## config.mk

```make
export PLATFORM = sky130hd
export DESIGN_NAME = buffered_capture_timer
export DESIGN_NICKNAME = d
export VERILOG_FILES = /design/src/ect_pkg.sv /design/src/buffered_capture_timer.sv
export SDC_FILE = /design/constraint.sdc
export NUM_CORES = 1
export LEC_CHECK = 0
export ABC_AREA = 1
export BUFFER_PORTS_ARGS = -buffer_cell sky130_fd_sc_hd__buf_2
export CAP_MARGIN = 0
export CORE_AREA = 2 2 200 281
export CTS_CLUSTER_SIZE = 16
export DETAILED_ROUTE_END_ITERATION = 16
export DIE_AREA = 0 0 202 283
export SETUP_SLACK_MARGIN = 0.2
export SLEW_MARGIN = 15
export SYNTH_ARGS = -nofsm -noshare
export SYNTH_HDL_FRONTEND = slang
export SYNTH_SLANG_ARGS = --single-unit
export TNS_END_PERCENT = 10
```

## constraint.sdc

```tcl
create_clock -name CLK_IN -period 3 [get_ports CLK_IN]
set_input_delay 0.3 -clock CLK_IN [delete_from_list [all_inputs] [get_ports CLK_IN]]
set_output_delay 0.3 -clock CLK_IN [all_outputs]
set_load 0.05 [all_outputs]
```

## src/ect_pkg.sv

```systemverilog
// Package of constants and carrier types for the buffered capture timer.
// Notes on behaviour
// - Main 16-bit up-counter advances through a 7-bit prescaler.
// - Eight channels; a channel captures when its select bit chooses capture.
// - Four channels hold one capture word; four add a 16-bit holding word.
// - Capture empty once read or latched; holding empty once read.
// - Valid pin edge stores the counter; without no-overwrite it replaces old value.
// - With no-overwrite set, a full plain capture register is not rewritten.
// - Latch mode copies capture to holding on modulus zero, zero write or force.
// - Latch mode without no-overwrite: captures and latches simply replace contents.
// - Buffered with no-overwrite: no event overwrites an unread capture or holding word.
// - Queue mode: a capture first pushes the old capture word into holding.
// - Queue mode: reading a holding word copies and clears its accumulator.
// - Four 8-bit edge accumulators, one per buffered channel, each with holding.
// - With saturation set, 8-bit accumulators stop at 255.
// - Each accumulator pair may run as one 16-bit accumulator.
// - Latch mode copies and clears accumulators on modulus zero, zero write or force.
// - A 16-bit modulus down-counter runs through its own 4-bit prescaler.
// - Modulus counter is a periodic time base; latching is repeating or single-shot.
// - Four selectable delay counters reject short pulses on capture inputs.
package ect_pkg;
	localparam logic [7:0] ADR_SELECT = 8'h00;
	localparam logic [7:0] ADR_PRESCALE = 8'h01;
	localparam logic [7:0] ADR_COUNTER = 8'h02;
	localparam logic [7:0] ADR_NOVW = 8'h03;
	localparam logic [7:0] ADR_MODCTL = 8'h04;
	localparam logic [7:0] ADR_MODCNT = 8'h05;
	localparam logic [7:0] ADR_SYSCTL = 8'h06;
	localparam logic [7:0] ADR_FLAGS = 8'h07;
	localparam logic [7:0] ADR_EDGE = 8'h08;
	localparam logic [7:0] ADR_DELAY = 8'h09;
	localparam logic [7:0] ADR_CAP_BASE = 8'h10;
	localparam logic [7:0] ADR_HOLD_BASE = 8'h18;
	localparam logic [7:0] ADR_ACC_BASE = 8'h1C;
	localparam logic [7:0] ADR_ACCH_BASE = 8'h20;
	localparam int MODCTL_LATCH_QUEUE_SELECT = 0;
	localparam int MODCTL_ENABLE = 1;
	localparam int MODCTL_SINGLE = 2;
	localparam int MODCTL_FORCE = 3;
	localparam int MODCTL_PRE_LSB = 4;
	localparam int SYS_SAT = 0;
	localparam int SYS_PAIR_LO = 1;
	localparam int SYS_PAIR_HI = 2;
	localparam int SYS_TEN = 3;
	localparam logic [15:0] COUNT_RESET = 16'h0000;
	localparam logic [7:0] ACC_MAX = 8'hFF;
	typedef struct packed {
		logic cyc;
		logic stb;
		logic we;
		logic [3:0] sel;
		logic [7:0] adr;
		logic [31:0] dat;
	} wb_req_type;
	typedef struct packed {
		logic [7:0] select;
		logic [6:0] prescale;
		logic [7:0] novw;
		logic [7:0] modctl;
		logic [15:0] modload;
		logic [3:0] sysctl;
		logic [15:0] edge_cfg;
		logic [7:0] delay_cfg;
	} cfg_type;
endpackage

```

## src/buffered_capture_timer.sv

```systemverilog
// Enhanced capture timer core with a classic Wishbone register slave.
//
// The register addresses and the Wishbone interface to the registers were left to the implementer.
`timescale 1ns/10ps
module buffered_capture_timer import ect_pkg::*; (
	input wire logic CLK_IN,
	input wire logic RST_N_IN,
	input wire logic WB_CYC_IN,
	input wire logic WB_STB_IN,
	input wire logic WB_WE_IN,
	input wire logic [3:0] WB_SEL_IN,
	input wire logic [7:0] WB_ADR_IN,
	input wire logic [31:0] WB_DAT_IN,
	input wire logic [7:0] CAPTURE_PINS_IN,
	input wire logic [3:0] ACC_PINS_IN,
	output logic [31:0] WB_DAT_OUT,
	output logic WB_ACK_OUT,
	output logic [7:0] CAPTURE_FLAGS_OUT,
	output logic MODULUS_ZERO_OUT
);
	typedef struct packed {
		cfg_type cfg;
		logic [6:0] pre_cnt;
		logic [15:0] count;
		logic [3:0] mpre_cnt;
		logic [15:0] modcnt;
		logic mod_done;
		logic mod_zero;
		logic [7:0] pin_prev;
		logic [7:0] filt;
		logic [3:0][7:0] dly_cnt;
		logic [3:0] acc_prev;
		logic [7:0][15:0] cap;
		logic [7:0] cap_full;
		logic [3:0][15:0] hold;
		logic [3:0] hold_full;
		logic [3:0][7:0] acc;
		logic [3:0][7:0] acch;
		logic [7:0] flags;
		logic ack;
		logic [31:0] rdata;
	} state_type;

	state_type s_q;
	state_type s_d;

	always_comb begin
		logic access;
		logic wr;
		logic rd;
		logic [31:0] rd_v;
		logic main_tick;
		logic mod_tick;
		logic latch_ev;
		logic [7:0] valid_edge;
		logic [3:0] acc_edge;
		logic [3:0] acc_clr;
		logic [3:0] hold_rd;
		logic [7:0] cap_rd;
		logic [15:0] pair;
		s_d = s_q;
		pair = 16'h0000;
		valid_edge = 8'h00;
		acc_edge = 4'h0;
		access = WB_CYC_IN && WB_STB_IN && !s_q.ack;
		wr = access && WB_WE_IN && WB_SEL_IN[0];
		rd = access && !WB_WE_IN;
		rd_v = 32'h0000_0000;
		latch_ev = 1'b0;
		acc_clr = 4'h0;
		hold_rd = 4'h0;
		cap_rd = 8'h00;
		s_d.ack = access;
		s_d.mod_zero = 1'b0;
		s_d.cfg.modctl[MODCTL_FORCE] = 1'b0;
		// Main counter stops when the timer enable is clear, saving power.
		main_tick = 1'b0;
		if (s_q.cfg.sysctl[SYS_TEN]) begin
			if (s_q.pre_cnt >= s_q.cfg.prescale) begin
				s_d.pre_cnt = 7'h00;
				main_tick = 1'b1;
			end else begin
				s_d.pre_cnt = s_q.pre_cnt + 7'h01;
			end
		end
		if (main_tick) begin
			s_d.count = s_q.count + 16'h0001;
		end
		// Modulus counter with its own 4-bit prescaler.
		mod_tick = 1'b0;
		if (s_q.cfg.modctl[MODCTL_ENABLE] && !s_q.mod_done) begin
			if (s_q.mpre_cnt >= s_q.cfg.modctl[7:4]) begin
				s_d.mpre_cnt = 4'h0;
				mod_tick = 1'b1;
			end else begin
				s_d.mpre_cnt = s_q.mpre_cnt + 4'h1;
			end
		end
		if (mod_tick) begin
			if (s_q.modcnt == 16'h0001 || s_q.modcnt == 16'h0000) begin
				s_d.mod_zero = 1'b1;
				latch_ev = 1'b1;
				s_d.modcnt = s_q.cfg.modload;
				if (s_q.cfg.modctl[MODCTL_SINGLE]) begin
					s_d.mod_done = 1'b1;
				end
			end else begin
				s_d.modcnt = s_q.modcnt - 16'h0001;
			end
		end
		// Input qualification: a level must hold for the selected delay before it counts.
		for (int i = 0; i < 8; i++) begin
			if (CAPTURE_PINS_IN[i] == s_q.filt[i]) begin
				s_d.dly_cnt[i / 2] = 8'h00;
			end
			s_d.pin_prev[i] = s_q.filt[i];
		end
		for (int k = 0; k < 4; k++) begin
			logic [7:0] need;
			need = {4'h0, s_q.cfg.delay_cfg[2*k +: 2], 2'b00};
			if ((CAPTURE_PINS_IN[2*k] != s_q.filt[2*k]) || (CAPTURE_PINS_IN[2*k+1] != s_q.filt[2*k+1])) begin
				if (s_q.dly_cnt[k] >= need) begin
					s_d.filt[2*k +: 2] = CAPTURE_PINS_IN[2*k +: 2];
					s_d.dly_cnt[k] = 8'h00;
				end else begin
					s_d.dly_cnt[k] = s_q.dly_cnt[k] + 8'h01;
				end
			end else begin
				s_d.dly_cnt[k] = 8'h00;
			end
		end
		for (int i = 0; i < 8; i++) begin
			logic rise;
			logic fall;
			rise = s_q.filt[i] && !s_q.pin_prev[i];
			fall = !s_q.filt[i] && s_q.pin_prev[i];
			valid_edge[i] = !s_q.cfg.select[i] &&
				((rise && s_q.cfg.edge_cfg[2*i]) || (fall && s_q.cfg.edge_cfg[2*i+1]));
		end
		for (int k = 0; k < 4; k++) begin
			acc_edge[k] = ACC_PINS_IN[k] && !s_q.acc_prev[k];
			s_d.acc_prev[k] = ACC_PINS_IN[k];
		end
		// Register bus: decode, writes and side effects of reads.
		if (wr) begin
			case (WB_ADR_IN)
				ADR_SELECT: s_d.cfg.select = WB_DAT_IN[7:0];
				ADR_PRESCALE: s_d.cfg.prescale = WB_DAT_IN[6:0];
				ADR_NOVW: s_d.cfg.novw = WB_DAT_IN[7:0];
				ADR_MODCTL: begin
					s_d.cfg.modctl = WB_DAT_IN[7:0];
					s_d.cfg.modctl[MODCTL_FORCE] = 1'b0;
					s_d.mod_done = 1'b0;
					if (WB_DAT_IN[MODCTL_FORCE]) begin
						latch_ev = 1'b1;
					end
				end
				ADR_MODCNT: begin
					if (WB_SEL_IN[1]) begin
						s_d.cfg.modload = WB_DAT_IN[15:0];
						s_d.modcnt = WB_DAT_IN[15:0];
						s_d.mpre_cnt = 4'h0;
						s_d.mod_done = 1'b0;
						if (WB_DAT_IN[15:0] == 16'h0000) begin
							latch_ev = 1'b1;
						end
					end
				end
				ADR_SYSCTL: s_d.cfg.sysctl = WB_DAT_IN[3:0];
				ADR_FLAGS: s_d.flags = s_q.flags & ~WB_DAT_IN[7:0];
				ADR_EDGE: begin
					if (WB_SEL_IN[1]) begin
						s_d.cfg.edge_cfg = WB_DAT_IN[15:0];
					end
				end
				ADR_DELAY: s_d.cfg.delay_cfg = WB_DAT_IN[7:0];
				default: begin
				end
			endcase
		end
		if (rd) begin
			case (WB_ADR_IN)
				ADR_SELECT: rd_v = {24'h00_0000, s_q.cfg.select};
				ADR_PRESCALE: rd_v = {25'h000_0000, s_q.cfg.prescale};
				ADR_COUNTER: rd_v = {16'h0000, s_q.count};
				ADR_NOVW: rd_v = {24'h00_0000, s_q.cfg.novw};
				ADR_MODCTL: rd_v = {24'h00_0000, s_q.cfg.modctl};
				ADR_MODCNT: rd_v = {16'h0000, s_q.modcnt};
				ADR_SYSCTL: rd_v = {28'h000_0000, s_q.cfg.sysctl};
				ADR_FLAGS: rd_v = {16'h0000, s_q.cap_full, s_q.flags};
				ADR_EDGE: rd_v = {16'h0000, s_q.cfg.edge_cfg};
				ADR_DELAY: rd_v = {24'h00_0000, s_q.cfg.delay_cfg};
				default: begin
					for (int i = 0; i < 8; i++) begin
						if (WB_ADR_IN == ADR_CAP_BASE + 8'(i)) begin
							rd_v = {16'h0000, s_q.cap[i]};
							cap_rd[i] = 1'b1;
						end
					end
					for (int k = 0; k < 4; k++) begin
						if (WB_ADR_IN == ADR_HOLD_BASE + 8'(k)) begin
							rd_v = {16'h0000, s_q.hold[k]};
							hold_rd[k] = 1'b1;
						end
						if (WB_ADR_IN == ADR_ACC_BASE + 8'(k)) begin
							rd_v = {24'h00_0000, s_q.acc[k]};
						end
						if (WB_ADR_IN == ADR_ACCH_BASE + 8'(k)) begin
							rd_v = {24'h00_0000, s_q.acch[k]};
						end
					end
				end
			endcase
		end
		s_d.rdata = rd_v;
		for (int i = 0; i < 8; i++) begin
			if (cap_rd[i]) begin
				s_d.cap_full[i] = 1'b0;
			end
		end
		for (int k = 0; k < 4; k++) begin
			if (hold_rd[k]) begin
				s_d.hold_full[k] = 1'b0;
				if (!s_q.cfg.modctl[MODCTL_LATCH_QUEUE_SELECT]) begin
					s_d.acch[k] = s_q.acc[k];
					acc_clr[k] = 1'b1;
				end
			end
		end
		// In latch mode, latch events move buffered captures (channels 4..7) and accumulators to holding.
		if (latch_ev && s_q.cfg.modctl[MODCTL_LATCH_QUEUE_SELECT]) begin
			for (int k = 0; k < 4; k++) begin
				if (!s_q.cfg.novw[k+4] || !s_d.hold_full[k]) begin
					if (s_q.cap_full[k+4] || !s_q.cfg.novw[k+4]) begin
						s_d.hold[k] = s_q.cap[k+4];
						s_d.hold_full[k] = 1'b1;
						s_d.cap_full[k+4] = 1'b0;
					end
				end
				s_d.acch[k] = s_q.acc[k];
				acc_clr[k] = 1'b1;
			end
		end
		// Captures; a capture in the same cycle as a read of its register wins.
		for (int i = 0; i < 8; i++) begin
			if (valid_edge[i]) begin
				if (i < 4) begin
					if (!s_q.cfg.novw[i] || !s_d.cap_full[i]) begin
						s_d.cap[i] = s_q.count;
						s_d.cap_full[i] = 1'b1;
						s_d.flags[i] = 1'b1;
					end
				end else if (s_q.cfg.modctl[MODCTL_LATCH_QUEUE_SELECT]) begin
					if (!s_q.cfg.novw[i] || !s_d.cap_full[i]) begin
						s_d.cap[i] = s_q.count;
						s_d.cap_full[i] = 1'b1;
						s_d.flags[i] = 1'b1;
					end
				end else begin
					if (!s_q.cfg.novw[i]) begin
						s_d.hold[i-4] = s_d.cap[i];
						s_d.hold_full[i-4] = s_d.cap_full[i];
						s_d.cap[i] = s_q.count;
						s_d.cap_full[i] = 1'b1;
						s_d.flags[i] = 1'b1;
					end else if (!s_d.cap_full[i] || !s_d.hold_full[i-4]) begin
						if (s_d.cap_full[i]) begin
							s_d.hold[i-4] = s_d.cap[i];
							s_d.hold_full[i-4] = 1'b1;
						end
						s_d.cap[i] = s_q.count;
						s_d.cap_full[i] = 1'b1;
						s_d.flags[i] = 1'b1;
					end
				end
			end
		end
		// Accumulators; a paired pair counts as one 16-bit value, low half first.
		for (int k = 0; k < 4; k++) begin
			if (acc_clr[k]) begin
				s_d.acc[k] = 8'h00;
			end
		end
		for (int p = 0; p < 2; p++) begin
			if (s_q.cfg.sysctl[SYS_PAIR_LO + p]) begin
				pair = {s_q.acc[2*p+1], s_q.acc[2*p]};
				if (acc_edge[2*p] && !acc_clr[2*p]) begin
					pair = pair + 16'h0001;
					s_d.acc[2*p] = pair[7:0];
					s_d.acc[2*p+1] = acc_clr[2*p+1] ? 8'h00 : pair[15:8];
				end
			end else begin
				for (int j = 0; j < 2; j++) begin
					if (acc_edge[2*p+j] && !acc_clr[2*p+j]) begin
						if (!(s_q.cfg.sysctl[SYS_SAT] && s_q.acc[2*p+j] == ACC_MAX)) begin
							s_d.acc[2*p+j] = s_q.acc[2*p+j] + 8'h01;
						end
					end
				end
			end
		end
	end

	always_ff @(posedge CLK_IN or negedge RST_N_IN) begin
		if (!RST_N_IN) begin
			s_q <= '0;
		end else begin
			s_q <= s_d;
		end
	end

	always_comb begin
		WB_DAT_OUT = s_q.rdata;
		WB_ACK_OUT = s_q.ack;
		CAPTURE_FLAGS_OUT = s_q.flags;
		MODULUS_ZERO_OUT = s_q.mod_zero;
	end
endmodule

```

; After elaboration in Yosys (flattened, before gate mapping)
; Cells that the tools add are included.
[word_totals]
ff_bits = 481
latch_bits = 0
mem_bits_rw = 0
romBits = 0
word_cells = 567
memories = 0
[op_classes]
addsub = 14
n_mul = 0
n_div = 0
n_lt_le_gt_ge = 6
n_eq_ne = 51
shifts = 0
n_mux = 261
bitwise = 2
n_reduce_logical = 183
[ops]
columns = cell, n
row1 = 16-bit two-way mux, 54
row2 = 32-bit two-way mux, 21
row3 = 32-bit case mux with 10 select lines, 1
row4 = 8-bit two-way mux, 35
row5 = 1-bit two-way mux, 132
row6 = 8-bit by 5-bit equality test with 1-bit output (second input constant), 16
row7 = 68-bit two-way mux, 1
row8 = 8-bit by 1-bit adder with 8-bit output (second input constant), 8
row9 = 1-bit logical AND, 59
row10 = 1-bit logical NOT, 59
row11 = 16-bit by 1-bit adder with 16-bit output (second input constant), 3
row12 = 48-bit two-way mux, 1
row13 = 21-bit two-way mux, 2
row14 = 2-bit AND reduction, 18
row15 = 1-bit logical OR, 33
row16 = 8-bit by 3-bit equality test with 1-bit output (second input constant), 4
row17 = 8-bit by 6-bit equality test with 1-bit output (second input constant), 4
row18 = 8-bit equality test (second input constant), 4
row19 = 8-bit by 4-bit greater-or-equal comparator with 1-bit output, 4
row20 = 16-bit logical NOT, 2
row21 = 4-bit two-way mux, 7
row22 = 20-bit two-way mux, 1
row23 = 18-bit two-way mux, 1
row24 = 3-bit AND reduction, 6
row25 = other kinds (21), 41

; Depth between registers and ports, before layout
[logic_depth]
depth_word = 23
ltp_mapped = 20
depth_no_buf = 20

; Worst setup path before layout
; OpenSTA, ideal clock, no wires.
[synth_timing]
kind = reg2reg
startpoint = register s_q, in the netlist WB_ACK_OUT
endpoint = register s_q[85] (netlist bit)
setup_ns = 0.121
t_arrival_ns = 2.406
t_required_ns = 2.879
slack_ns = 0.473
path_stages_with_launch = 15
path_buffers = 1
period_less_slack_ns = 2.527
path_cell_list = dfrtp_1 -> nor2_2 -> nand3_1 -> buf_4 -> clkinv_1 -> nand2_1 -> o21ai_2 -> o21ai_4 -> nand2_1 -> inv_2 -> nand4_4 -> nand2_2 -> o22ai_1 -> nand2_1 -> nand2_1
[synth_lines]
columns = element, line_no
row1 = "start, declared", buffered_capture_timer.sv:44  ; state_type s_q;
row2 = "start signal, assigned", buffered_capture_timer.sv:306  ; s_q <= '0;
row3 = "start signal, assigned", buffered_capture_timer.sv:308  ; s_q <= s_d;

==> metrics.yaml <==
gr-total-overflow: 0
ff2ff_path_depth: 20
insertion_delay_ps: 620
fin_crit_sh: 0.9060
final_cell_mix: "nand2_1, dfrtp_1, o21ai_0, inv_1, nor2_1"
synthCells: 2987
route.detailed.drc: 0
crit_required_ps: 3480
wire_per_inst_um: 20.53
antenna_found_initial: 0
clock_skew_ps: 37.50
clockBufferDepth: 3
grtUsageMet3: 0.04037
critPathCaptureType: "flip-flop"
core_area_um2: 54750
drive_gt1_frac: 0.1319
r2r-end: "s_q[163]$_DFF_PN0_"
use_met2: 0.4920
layout_commonest_cell: "nand2_1"
leakagePower_nw: 13.24
io_buffers: 68
areaGrowthSynthToFinish_pct: 16.99
finalSetupViolCount: 0
rsz0062_at_grt: "true"
num-nets-final: 3262
final-seq-area_um2: 11610
htree_levels: 2
r2r_slack_ps: 280
wirelength_um: 80770
dp_hpwl_um: 60390
cts_tree: "done"
cts_made_buffers: 49
ys_seq_area_frac: 0.4876
hold_end: "s_q[434]$_DFFE_PN0P_"
synth_enable_flop_cells: 0
yosys_warnings: 0
clk_pin_slew_ps: 70
setup_tns_ps: 0
first_iter_violations: 1661
grtUsageMet1: 0.3268
max_slew_margin: 0.5089
postPlaceCellArea_um2: 25640
num_rows: 102
multi_input_area_um2: 10440
crit_arrival_ps: 3200
start_util: 0.4350
root_buffer: "clkbuf_16"
hold_start: "WB_DAT_IN[0]"
hold_depth: 3
drt_pass1_iterations: 7
cts_sinks: 464
hp-class: "input port to flip-flop"
drv_slew: 0
grt_pass1_wl_um: 123900
cp_max_fo: 6
routed_via_density: 5.436
fin_crit_ps: 2718
grt_usage: 0.2820
max_freq_ghz: 0.3679
fin_area_um2: 27860
cap_violations: 0
grt-busiest-layer: "met2"
path_class: "flip-flop to flip-flop"
synth.distinct_cells: 60
pin_count: 103
ys.flop_type: "dfrtp_1"
dr_total_vias: 21390
tightestPinTransition_ps: 735.9
final_util: 0.5089
grt_pass1_vias: 21110
syn_avg_cell_area_um2: 7.973
diodes: 0
worst_ir_drop_vdd_uv: 433.2
netlist_area_um2: 23810
ant_nets: 0
die_w_um: 202
hold_viol: 0
outcome: "completed"
synth.ff_latch_count: 464
grt_max_degree: 76
powerDensity_nw_per_um2: 534.7
num-fill-cells: 5381
worstSetupStartpointType: "flip-flop"
gp_congestion: 0.9433
r2r-start: "s_q[455]$_DFFE_PN0P_"
die_y_um: 283
synthArstFlopShare: 1.000
die_area_um2: 57170
-- logic make-up (layout without fill, tap and decap cells) --
family                     Yosys count  in the layout  synth area share
AOI/OAI and AO/OA                  632            632            0.1504
muxes                                4              4          0.001681
DFF                                464            464            0.4876
buffers and inverters              472            664           0.08317
xor gates and xnor gates            60             60           0.02207
adders and majority gates           36             36           0.01891
other                                1             28         0.0001575
and+or+nand+nor                   1318           1318            0.2361
-- synth_stat cells (all sizes together) (2+ instances only) --
library cell / instances / area (um^2)
a31o: 2 / 17.52
nor4: 13 / 96.34
o221ai: 2 / 17.52
o22ai: 31 / 193.9
a22oi: 17 / 127.6
a211oi: 4 / 30.03
mux2i: 4 / 40.04
a21oi: 123 / 615.6
inv: 325 / 1222
nor3b: 3 / 22.52
nand2: 825 / 3149
a221oi: 21 / 183.9
a31oi: 3 / 18.77
xor2: 55 / 481.7
nor3: 44 / 251.5
nand4: 43 / 284.0
o2111ai: 4 / 35.03
nor2: 205 / 857.1
clkinv: 9 / 33.78
clkbuf: 73 / 274.0
or2: 18 / 112.6
o21ai: 388 / 2039
ha: 36 / 450.4
dfrtp: 464 / 11610
buf: 65 / 450.4
o31ai: 14 / 115.1
o21bai: 13 / 101.4
o211ai: 4 / 30.03
xnor2: 5 / 43.79
nand3: 163 / 820.8
-- worst max-delay path, cell delays in order, from the launching register on --
cell,delay [ps]
dfrtp_1,350
inv_1,60
ha_1,300
inv_1,60
nor2_1,30
o211ai_1,170
nand3_1,130
nand2_2,100
inv_2,50
nand2_2,100
nand3_4,80
nand2_4,140
buf_6,150
nor2_1,50
o21ai_2,160
clkbuf_16,230
nand2_1,50
o21ai_1,60
inv_1,70
o21ai_1,140
a21oi_1,90
-- worst max-delay path by stage --
stage	startpoint	endpoint	slack (ps)	cells after the start
finish	s_q[455]$_DFFE_PN0P_	s_q[163]$_DFF_PN0_	280	20
global placement	WB_ADR_IN[5]	WB_DAT_OUT[4]$_DFF_PN0_	110	19
floorplan	WB_ACK_OUT$_DFF_PN0_	s_q[85]$_DFF_PN0_	470	14
global route	s_q[455]$_DFFE_PN0P_	s_q[163]$_DFF_PN0_	100	20
CTS	s_q[380]$_DFF_PN0_	s_q[132]$_DFF_PN0_	160	19
detailed placement	WB_ADR_IN[5]	WB_DAT_OUT[7]$_DFF_PN0_	100	18
-- metrics by stage --
step / std cells / setup WS (ps) / hold WS [ps] / power (W)
final: 3934 / 282.1 / 18.44 / 0.01490
after global routing: 3934 / 99.59 / 51.35 / 0.01548
after CTS: 3926 / 156.6 / 2.936 / 0.01500
after detailed placement: 3808 / 99.12 / 352.1 / 0.008301
after global placement: 3808 / 112.8 / 349.6 / 0.008260
after floorplan: 3014 / 472.9 / 4.409 / 0.007707
-- area by class of cell --
type / instances / area share
tap: 728 / 0.03269
inverter: 334 / 0.04509
timing repair buffer: 238 / 0.06745
multi-input combinational: 2078 / 0.3747
sequential: 464 / 0.4168
clock inverter: 31 / 0.01549
clock buffer: 61 / 0.04778
-- registers in the layout, summed over array words and instances (netlist names) --
register / count
s_q: 430
WB_DAT_OUT: 16
CAPTURE_FLAGS_OUT: 8
s_d: 8
MODULUS_ZERO_OUT: 1
WB_ACK_OUT: 1
-- repair_timing --
| item | 4_1_cts | 5_1_grt |
|---|---|---|
| pin swaps | 0 | 3 |
| buffers inserted | 0 | 5 |
| hold endpoints to repair | 91 | 0 |
| endpoints found under the setup margin | 14 | 104 |
| hold buffers | 26 | 0 |
| gates resized for setup | 1 | 38 |
| gates cloned | 0 | 3 |
-- where the power goes --
part	leakage (nW)	internal (W)	switching (W)	total [W]
Sequential	6.11	0.00650	0.000226	0.00673
Clock	0.846	0.00390	0.00276	0.00666
Combinational	6.28	0.000473	0.00104	0.00151
-- metal layers --
metal | vias up | share of wire
met5 | - | 0
met4 | 0 | 0.070
met3 | 221 | 0.051
met2 | 740 | 0.50
met1 | 10340 | 0.38
li1 | 10090 | -
Power figures use the tool's default switching activity.
